File: src/common/clkss_pkg.sv
// constants, types and helpers of the clock source switch controller
// assumes: one clock domain, software writes one byte of the control word per cycle
package clkss_pkg;

  // ==========================================================
  // source codes and oscillator indices
  typedef logic [2:0] clkss_src_t;
  localparam clkss_src_t SRC_FRC     = 3'h0;
  localparam clkss_src_t SRC_FRC_PLL = 3'h1;
  localparam clkss_src_t SRC_PRI     = 3'h2;
  localparam clkss_src_t SRC_PRI_PLL = 3'h3;
  localparam clkss_src_t SRC_SEC     = 3'h4;
  localparam clkss_src_t SRC_SLOW_RC_OSCILLATOR    = 3'h5;
  localparam clkss_src_t SRC_FRC16   = 3'h6;
  localparam clkss_src_t SRC_FRCDIV  = 3'h7;

  localparam int NUM_OSC  = 4;
  localparam int OSC_FRC  = 0;
  localparam int OSC_PRI  = 1;
  localparam int OSC_SEC  = 2;
  localparam int OSC_SLOW_RC_OSCILLATOR = 3;
  typedef logic [NUM_OSC-1:0] clkss_osc_t;

  // ==========================================================
  // unlock keys and control word layout
  localparam logic [7:0] KEY_HI1 = 8'h78;
  localparam logic [7:0] KEY_HI2 = 8'h9a;
  localparam logic [7:0] KEY_LO1 = 8'h46;
  localparam logic [7:0] KEY_LO2 = 8'h57;

  localparam int BIT_REQ     = 0;
  localparam int BIT_KEEP    = 1;
  localparam int BIT_CF      = 3;
  localparam int BIT_LOCK    = 5;
  localparam int BIT_FREEZE  = 7;
  localparam int NEXT_LSB    = 8;
  localparam int CUR_LSB     = 12;
  localparam int HI_NEXT_LSB = 0;
  localparam int SRC_W       = 3;

  localparam int         MODE_SW_OFF  = 1;
  localparam logic [1:0] MODE_SW_ONLY = 2'h1;

  typedef enum logic [1:0] {UL_IDLE, UL_KEY1, UL_OPEN} clkss_unlock_e;

  // ==========================================================
  // helpers
  function automatic clkss_osc_t osc_of(input clkss_src_t s);
    clkss_osc_t o;
    o = '0;
    unique case (s)
      SRC_PRI, SRC_PRI_PLL: o[OSC_PRI] = 1'b1;
      SRC_SEC:              o[OSC_SEC] = 1'b1;
      SRC_SLOW_RC_OSCILLATOR:             o[OSC_SLOW_RC_OSCILLATOR] = 1'b1;
      default:              o[OSC_FRC] = 1'b1;
    endcase
    return o;
  endfunction

  function automatic logic uses_pll(input clkss_src_t s);
    return (s == SRC_FRC_PLL) || (s == SRC_PRI_PLL);
  endfunction

  function automatic logic is_crystal(input clkss_src_t s, input logic pri_xtal);
    return (s == SRC_SEC) || (pri_xtal && ((s == SRC_PRI) || (s == SRC_PRI_PLL)));
  endfunction

  // one write per cycle; the window opens for the single cycle after the second key
  function automatic clkss_unlock_e unlock_next(input clkss_unlock_e st, input logic wr,
                                                input logic [7:0] d, input logic [7:0] k1,
                                                input logic [7:0] k2);
    if (wr && d == k1) begin
      return UL_KEY1;
    end
    if (st == UL_KEY1 && wr && d == k2) begin
      return UL_OPEN;
    end
    return UL_IDLE;
  endfunction

endpackage

File: src/common/clkss_mux_if.sv
// handover request channel between the switch sequencer and the clock mux
// assumes: both ends on the same clock
`timescale 1ns/1ps
`default_nettype none
interface clkss_mux_if;
  import clkss_pkg::*;
  logic       req;
  clkss_src_t target;
  logic       ack;
  modport ctrl (output req, output target, input ack);
  modport mux  (input req, input target, output ack);
endinterface
`default_nettype wire

File: src/hdl/clkss_handover.sv
// glitch-free handover sequencer for the system clock multiplexer
// assumes: a one-cycle req with a stable target; next req only after ack
`timescale 1ns/1ps
`default_nettype none
module clkss_handover
  import clkss_pkg::*;
#(
  parameter int GUARD_CYC = 4
) (
  input  wire logic clk,
  input  wire logic rst,
  clkss_mux_if.mux  hand,
  output var  clkss_src_t sel_q,
  output var  logic       gate_q
);

  typedef enum logic [1:0] {H_IDLE, H_OFF, H_SEL, H_ON} clkss_hand_e;

  clkss_hand_e      st_q;
  clkss_src_t       tgt_q;
  logic [15:0]      cnt_q;
  logic             ack_q;

  assign hand.ack = ack_q;

  // ==========================================================
  // gate off, wait out the old clock, swap, wait on the new, gate on
  always_ff @(posedge clk) begin
    if (rst) begin
      st_q   <= H_IDLE;
      tgt_q  <= SRC_FRC;
      cnt_q  <= '0;
      sel_q  <= SRC_FRC;
      gate_q <= 1'b1;
      ack_q  <= 1'b0;
    end else begin
      ack_q <= 1'b0;
      unique case (st_q)
        H_IDLE: begin
          if (hand.req) begin
            tgt_q  <= hand.target;
            gate_q <= 1'b0;
            cnt_q  <= '0;
            st_q   <= H_OFF;
          end
        end
        H_OFF: begin
          // never change select while the old clock may be mid-pulse
          cnt_q <= cnt_q + 16'h0001;
          if (cnt_q == 16'(GUARD_CYC - 1)) begin
            sel_q <= tgt_q;
            cnt_q <= '0;
            st_q  <= H_SEL;
          end
        end
        H_SEL: begin
          cnt_q <= cnt_q + 16'h0001;
          if (cnt_q == 16'(GUARD_CYC - 1)) begin
            gate_q <= 1'b1;
            st_q   <= H_ON;
          end
        end
        H_ON: begin
          ack_q <= 1'b1;
          st_q  <= H_IDLE;
        end
      endcase
    end
  end

endmodule
`default_nettype wire

File: src/hdl/clkss_ctrl.sv
// clock source switch controller: unlock, switch sequencing, fail-safe, source enables
// assumes: one write per cycle stands for one instruction; fuse inputs are static;
// oscillator ready, pll lock and clock fail come from other domains
`timescale 1ns/1ps
`default_nettype none
module clkss_ctrl
  import clkss_pkg::*;
#(
  parameter int OST_CYC   = 1024,
  parameter int GUARD_CYC = 4
) (
  input  wire logic             clk,
  input  wire logic             rst,
  input  wire logic             wr_lo_en,
  input  wire logic             wr_hi_en,
  input  wire logic [7:0]       wr_data,
  input  wire logic             sleep_req,
  input  wire logic [1:0]       switch_mode_cfg,
  input  wire logic             pll_settle_wait_cfg,
  input  wire logic             two_speed_cfg,
  input  wire clkss_src_t       init_source_cfg,
  input  wire logic             pri_crystal_cfg,
  input  wire logic             watchdog_fuse_cfg,
  input  wire clkss_osc_t       osc_ready_in,
  input  wire logic             pll_lock_in,
  input  wire logic             clock_fail_in,
  output logic [15:0]           osc_control_q,
  output clkss_osc_t            osc_enable_q,
  output logic                  pll_enable_q,
  output clkss_src_t            clk_sel_q,
  output logic                  clk_gate_q,
  output logic                  cpu_hold_q,
  output logic                  switch_busy_q
);

  typedef enum logic [2:0] {S_IDLE, S_WAIT, S_OST, S_LOCK, S_HAND} clkss_state_e;

  clkss_state_e      st_q;
  clkss_unlock_e     ul_hi_q;
  clkss_unlock_e     ul_lo_q;
  clkss_src_t        cur_q;
  clkss_src_t        next_q;
  clkss_src_t        tgt_q;
  logic              req_q;
  logic              hw_q;
  logic              cf_q;
  logic              lock_q;
  logic              keep_q;
  logic              freeze_q;
  logic              boot_q;
  logic              mux_req_q;
  logic [15:0]       ost_q;
  clkss_osc_t        rdy_m_q;
  clkss_osc_t        rdy_s_q;
  logic [1:0]        lock_m_q;
  logic [1:0]        fail_m_q;
  logic              fail_d_q;

  logic              sw_en;
  logic              mon_en;
  logic              busy;
  logic              go;
  logic              ev_redundant;
  logic              ev_start;
  logic              ev_done;
  logic              ev_abort;
  logic              ev_sleep;
  logic              ev_fail;
  logic              tgt_ready;
  logic              hi_open;
  logic              lo_open;
  clkss_osc_t        cur_osc;
  clkss_osc_t        tgt_osc;

  clkss_mux_if hand ();

  // ==========================================================
  // synchronisers for the oscillator side indications
  // the fail edge comes from the synchronised copy, so a held fault acts only once
  always_ff @(posedge clk) begin
    if (rst) begin
      rdy_m_q  <= '0;
      rdy_s_q  <= '0;
      lock_m_q <= '0;
      fail_m_q <= '0;
      fail_d_q <= 1'b0;
    end else begin
      rdy_m_q  <= osc_ready_in;
      rdy_s_q  <= rdy_m_q;
      lock_m_q <= {lock_m_q[0], pll_lock_in};
      fail_m_q <= {fail_m_q[0], clock_fail_in};
      fail_d_q <= fail_m_q[1];
    end
  end

  // ==========================================================
  // mode decode and event conditions
  always_comb begin
    sw_en  = ~switch_mode_cfg[MODE_SW_OFF];
    mon_en = sw_en & ~switch_mode_cfg[0];
    busy   = (st_q != S_IDLE);
    // one-hot views of the current and target sources, shared by ready test and enables
    cur_osc = osc_of(cur_q);
    tgt_osc = osc_of(tgt_q);
    // a frozen word under mode 01 stops software switches only
    go = hw_q | (req_q & sw_en & ~(freeze_q & (switch_mode_cfg == MODE_SW_ONLY)));
    tgt_ready = |(tgt_osc & rdy_s_q);
    ev_fail = mon_en & fail_m_q[1] & ~fail_d_q & (cur_q != SRC_FRC) & (st_q != S_HAND);
    ev_redundant = ~boot_q & ~busy & go & (next_q == cur_q) & ~ev_fail;
    ev_start     = ~boot_q & ~busy & go & (next_q != cur_q) & ~ev_fail;
    ev_done      = (st_q == S_HAND) & hand.ack;
    // hand-over already under way is allowed to finish
    ev_sleep = busy & (st_q != S_HAND) & sleep_req & ~ev_fail;
    ev_abort = busy & (st_q != S_HAND) & ~req_q & ~hw_q & ~ev_fail;
  end

  // ==========================================================
  // switch sequencer
  always_ff @(posedge clk) begin
    if (rst) begin
      st_q      <= S_IDLE;
      tgt_q     <= SRC_FRC;
      ost_q     <= '0;
      mux_req_q <= 1'b0;
    end else begin
      mux_req_q <= 1'b0;
      if (ev_fail) begin
        // old clock is dead, so go straight to the mux with fast rc
        tgt_q     <= SRC_FRC;
        ost_q     <= '0;
        mux_req_q <= 1'b1;
        st_q      <= S_HAND;
      end else if (ev_abort || ev_sleep) begin
        ost_q <= '0;
        st_q  <= S_IDLE;
      end else begin
        unique case (st_q)
          S_IDLE: begin
            if (ev_start) begin
              // the startup timer restarts from zero for every new target
              tgt_q <= next_q;
              ost_q <= '0;
              st_q  <= S_WAIT;
            end
          end
          S_WAIT: begin
            // old clock keeps running; an absent source waits here until an abort, sleep or fail
            if (tgt_ready) begin
              if (is_crystal(tgt_q, pri_crystal_cfg)) begin
                st_q <= S_OST;
              end else if (uses_pll(tgt_q) && pll_settle_wait_cfg) begin
                st_q <= S_LOCK;
              end else begin
                mux_req_q <= 1'b1;
                st_q      <= S_HAND;
              end
            end
          end
          S_OST: begin
            ost_q <= ost_q + 16'h0001;
            if (ost_q == 16'(OST_CYC - 1)) begin
              if (uses_pll(tgt_q) && pll_settle_wait_cfg) begin
                st_q <= S_LOCK;
              end else begin
                mux_req_q <= 1'b1;
                st_q      <= S_HAND;
              end
            end
          end
          S_LOCK: begin
            if (lock_m_q[1]) begin
              mux_req_q <= 1'b1;
              st_q      <= S_HAND;
            end
          end
          S_HAND: begin
            if (hand.ack) begin
              st_q <= S_IDLE;
            end
          end
        endcase
      end
    end
  end

  assign hand.req    = mux_req_q;
  assign hand.target = tgt_q;

  clkss_handover #(
    .GUARD_CYC (GUARD_CYC)
  ) u_hand (
    .clk    (clk),
    .rst    (rst),
    .hand   (hand.mux),
    .sel_q  (clk_sel_q),
    .gate_q (clk_gate_q)
  );

  // ==========================================================
  // unlock tracking; any other or late write drops back to idle
  // a data byte equal to the first key is taken and also starts a new pattern
  always_ff @(posedge clk) begin
    if (rst) begin
      ul_hi_q <= UL_IDLE;
      ul_lo_q <= UL_IDLE;
    end else begin
      ul_hi_q <= unlock_next(ul_hi_q, wr_hi_en, wr_data, KEY_HI1, KEY_HI2);
      ul_lo_q <= unlock_next(ul_lo_q, wr_lo_en, wr_data, KEY_LO1, KEY_LO2);
    end
  end

  // open for the single cycle after the second key
  assign hi_open = (ul_hi_q == UL_OPEN) & wr_hi_en & ~wr_lo_en;
  assign lo_open = (ul_lo_q == UL_OPEN) & wr_lo_en & ~wr_hi_en;

  // ==========================================================
  // control and status word
  always_ff @(posedge clk) begin
    if (rst) begin
      boot_q     <= 1'b1;
      cur_q      <= SRC_FRC;
      next_q     <= SRC_FRC;
      req_q      <= 1'b0;
      hw_q       <= 1'b0;
      cf_q       <= 1'b0;
      lock_q     <= 1'b0;
      keep_q     <= 1'b0;
      freeze_q   <= 1'b0;
      cpu_hold_q <= 1'b0;
    end else begin
      // boot_q stands for one cycle only, so the fuse source is caught exactly once
      boot_q <= 1'b0;
      lock_q <= lock_m_q[1];
      if (boot_q) begin
        // the start source is caught after release and reached by a hardware switch
        next_q     <= init_source_cfg;
        hw_q       <= (init_source_cfg != SRC_FRC);
        cpu_hold_q <= ~two_speed_cfg & (init_source_cfg != SRC_FRC);
      end
      if (ev_redundant) begin
        req_q <= 1'b0;
        hw_q  <= 1'b0;
      end
      if (ev_start) begin
        cf_q   <= 1'b0;
        lock_q <= 1'b0;
      end
      if (ev_done) begin
        cur_q      <= tgt_q;
        req_q      <= 1'b0;
        hw_q       <= 1'b0;
        cpu_hold_q <= 1'b0;
      end
      if (ev_sleep) begin
        req_q <= 1'b0;
        hw_q  <= 1'b0;
      end
      if (ev_fail) begin
        cur_q      <= SRC_FRC;
        cf_q       <= 1'b1;
        req_q      <= 1'b0;
        hw_q       <= 1'b0;
        cpu_hold_q <= 1'b0;
      end
      // software writes last; while busy only the abort clear gets through
      if (hi_open && !busy) begin
        next_q <= wr_data[HI_NEXT_LSB +: SRC_W];
      end
      if (lo_open && !busy && !ev_fail) begin
        req_q  <= wr_data[BIT_REQ];
        keep_q <= wr_data[BIT_KEEP];
        if (wr_data[BIT_FREEZE]) begin
          freeze_q <= 1'b1;
        end
      end else if (lo_open && busy && !wr_data[BIT_REQ]) begin
        req_q <= 1'b0;
        hw_q  <= 1'b0;
      end
    end
  end

  // ==========================================================
  // oscillator and pll enables; the target joins the old source until done
  always_ff @(posedge clk) begin
    if (rst) begin
      osc_enable_q  <= clkss_osc_t'(1 << OSC_FRC);
      pll_enable_q  <= 1'b0;
      switch_busy_q <= 1'b0;
      osc_control_q <= '0;
    end else begin
      osc_enable_q <= cur_osc | (busy ? tgt_osc : '0);
      osc_enable_q[OSC_SLOW_RC_OSCILLATOR] <= cur_osc[OSC_SLOW_RC_OSCILLATOR] | (busy & tgt_osc[OSC_SLOW_RC_OSCILLATOR])
                                | watchdog_fuse_cfg | mon_en;
      osc_enable_q[OSC_SEC] <= cur_osc[OSC_SEC] | (busy & tgt_osc[OSC_SEC])
                               | keep_q;
      // fast rc stays on under the monitor so a fail-safe handover finds it running
      osc_enable_q[OSC_FRC] <= cur_osc[OSC_FRC] | (busy & tgt_osc[OSC_FRC])
                               | mon_en | boot_q;
      // an aborted pll target drops out here with the target term
      pll_enable_q  <= uses_pll(cur_q) | (busy & uses_pll(tgt_q));
      switch_busy_q <= busy;
      osc_control_q <= '0;
      osc_control_q[CUR_LSB +: SRC_W]  <= cur_q;
      osc_control_q[NEXT_LSB +: SRC_W] <= next_q;
      osc_control_q[BIT_FREEZE]        <= freeze_q;
      osc_control_q[BIT_LOCK]          <= lock_q;
      osc_control_q[BIT_CF]            <= cf_q;
      osc_control_q[BIT_KEEP]          <= keep_q;
      osc_control_q[BIT_REQ]           <= req_q;
    end
  end

endmodule
`default_nettype wire

File: config.mk
export PLATFORM = sky130hd
export DESIGN_NAME = clkss_ctrl
export DESIGN_NICKNAME = d
export VERILOG_FILES = /design/src/common/clkss_pkg.sv /design/src/common/clkss_mux_if.sv /design/src/hdl/clkss_handover.sv /design/src/hdl/clkss_ctrl.sv
export SDC_FILE = /design/constraint.sdc
export NUM_CORES = 1
export LEC_CHECK = 0
export ABC_AREA = 1
export BUFFER_PORTS_ARGS = -buffer_cell sky130_fd_sc_hd__buf_4
export CAP_MARGIN = 20
export CORE_AREA = 4 4 105 107
export CTS_CLUSTER_DIAMETER = 100
export DETAILED_ROUTE_END_ITERATION = 7
export DIE_AREA = 0 0 109 111
export PLACE_DENSITY = 0.66
export SETUP_SLACK_MARGIN = 0.3
export SLEW_MARGIN = 20
export SYNTH_ARGS = -nofsm -noshare
export SYNTH_HDL_FRONTEND = slang
export SYNTH_SLANG_ARGS = --single-unit
File: constraint.sdc
create_clock -name clk -period 4.62 [get_ports clk]
set_input_delay 0.231 -clock clk [delete_from_list [all_inputs] [get_ports clk]]
set_output_delay 0.231 -clock clk [all_outputs]
set_load 0.005 [all_outputs]
==> results.cfg <==
[die]
coreArea_mm2 = 0.01014
start_util_pct = 43.98
die_w_um = 109
die_height_um = 111
io_pins = 55
num_rows = 37
die_area_mm2 = 0.01210

[sta]
setup_slack_ps = 2510
period_share_pct = 45.67
period_needed_ps = 2110
tns_ps = 0
rsz0062_at_grt = no
setup_viol = 0
finalHoldViolCount = 0
fin_skew_ps = 10.42
slew_headroom_pct = 58.90
maxSlewViolCount = 0
worst_pin_slew_ps = 615.8
max_freq_ghz = 0.4740

[logic_synthesis]
avgSynthCellArea_um2 = 7.123
synthFlopType = dfxtp_1
ys_seq_elements = 97
ys_seq_area_share_pct = 43.55
synthTopCellsByCount = nand2_1, dfxtp_1, nor2_1, inv_1, nand3_1
async_flop_share_pct = 0
synth_most_common_cell = nand2_1
synth_cells = 626
ys_types = 38
synth_top_area_share_pct = 43.55
synth.area.top_cells = dfxtp_1, nand2_1, nor2_1, inv_1, nand3_1
yosysWarningCount = 0
synth-edff-count = 0
synth_area_mm2 = 0.004459
yosysTopAreaCell = dfxtp_1

[worst_setup_path]
crit_path_max_incr_delay_ps = 390
start_kind = flip-flop
crit_fanout = 13
worst-setup-path-type = reg -> reg
critPathSlowestCell = dfxtp_1
r2r_cells = 8
worstPathRequired_ps = 4870
path_depth = 8
worst_path_most_repeated_cell = nand2_1
endpoint_kind = flip-flop
worstPathArrival_ps = 2360
critPathTopFamily = simple AND/OR/NAND/NOR gates
cp_cell_sequence = inv_1 -> ha_1 -> nand2_1 -> nand2_1 -> inv_1 -> nand2_2 -> nand2_1 -> nor2_1
cp_num_buf_inv = 2

[route]
drt_first_iter_violations = 177
wire_per_inst_um = 12.22
antenna_left = 0
vias = 4041
drt-total-wl_um = 9935
drc = 0
vias_per_cell = 4.970
first_pass_iters = 5

[worst_hold_path]
hold_path_class = in -> reg
min_path_cells = 3

[grt]
grt_overflow = 0
grt_pass1_wl_um = 17020
grt_max_degree = 43
grt_use_total_pct = 17.15
grt_pass1_vias = 3849
antenna_found_initial = 0

[placement]
placed_area_mm2 = 0.004911
dp_slack_ps = 2511
portBuffers = 49
gp_congestion = 0.8329
hpwlAfterDp_um = 7350

[cts]
cts_made_buffers = 9
cts_setup_buffers = 0
clk_pin_slew_ps = 90
cts_tree = built
clockBufferDepth = 2
cts_max_level = 3
clock_latency_ps = 370
clockRootBuffer = clkbuf_8
cts_hold_buf = 0
cts.sinks = 97
ctsResizeCount = 0

[job]
cap_violations = 0

[finish]
area_growth_pct = 14.56
num_antenna_cells = 0
finalNetCount = 710
final_core_util_pct = 50.39
post_route_cells_drive_above_1_share_pct = 13.00
final_cell_area_mm2 = 0.005109
nFillCells = 1007

[pwr]
p_total_uw = 2028
power_density_mw_per_mm2 = 397.0
leakage_uw = 0.002149
ir_drop_uv = 164.2

[outcome]
outcome = finished, final reports clean
==> area by class of cell <==
| type | count | area (um^2) | share of cell area (%) |
|---|---|---|---|
| tap | 136 | 170.2 | 3.331 |
| clock buffer | 10 | 127.6 | 2.498 |
| multi-input combinational | 424 | 2082 | 40.75 |
| inverter | 93 | 349.1 | 6.833 |
| clock inverter | 4 | 70.07 | 1.372 |
| timing repair buffer | 49 | 367.9 | 7.201 |
| sequential | 97 | 1942 | 38.01 |
==> final timing paths <==
| kind | start | slack, ps | endpoint |
|---|---|---|---|
| worst min-delay path | clock_fail_in | 60 | fail_m_q[0] |
| worst min register to register | rdy_m_q[1] | 410 | rdy_s_q[1] |
| worst max-delay path | u_hand.st_q[0] | 2510 | u_hand.cnt_q[12] |
| worst max register to register | u_hand.st_q[0] | 2510 | u_hand.cnt_q[12] |
==> metrics by stage <==
step	instances	hold slack, ps
final	813	58.38
after global placement	799	389.8
after global routing	813	59.07
after CTS	813	48.15
after floorplan	630	258.7
after detailed placement	799	398.3
==> power breakdown <==
group / leakage, uW / internal (uW) / switching, uW
registers: 0.000787 / 880 / 38.7
logic: 0.00126 / 157 / 369
clock network: 0.000102 / 298 / 286
total: 0.00215 / 1330 / 694
==> worst min-delay path: stages <==
cell and delay (ps):
buf_4 70, inv_1 30, nor2_1 60
==> sequential cells by signal (all words and copies together), names as in the netlist, 2 cells and up <==
signal and flops:
ost_q 16, u_hand.cnt_q 16, osc_control_q 11, osc_enable_q 4, rdy_m_q 4, rdy_s_q 4, cur_q 3, hand.target 3
next_q 3, st_q 3, u_hand.sel_q 3, u_hand.tgt_q 3, fail_m_q 2, lock_m_q 2, u_hand.st_q 2, ul_hi_q 2
ul_lo_q 2
==> cells by family (layout without fill, tap and decap cells) <==
logic type	after synthesis	in the layout	share of synthesized area (%)
buffers and inverters	109	156	10.10
XOR/XNOR	7	7	1.375
AO/OA/AOI/OAI	90	90	10.89
flip-flops	97	97	43.55
other	1	5	0.08409
AND/OR/NAND/NOR	314	314	31.76
adder cells (fa/ha/maj)	8	8	2.245
==> layout by cell type (no fill, tap or decap), drive strengths merged <==
master	Yosys	final
a311oi	1	1
clkbuf	4	10
nor2	94	94
a21oi	49	49
a221o	1	1
bufinv	0	2
nand2	128	128
nand3b	1	1
conb	1	5
or2	1	1
o21ai	31	31
nand4	10	10
nor3	22	22
inv	93	93
buf	12	49
xor2	6	6
a32o	1	1
xnor2	1	1
nand3	54	54
dfxtp	97	97
nor4	4	4
o31ai	1	1
ha	8	8
o22ai	1	1
clkinv	0	2
a31oi	5	5
==> routing by layer <==
metal	wire length (um)	GRT usage [%]
met4	193	6.397
met2	4653	27.85
met3	479	3.786
met1	4609	22.05
met5	0	0
(Power assumes the default switching activity.)
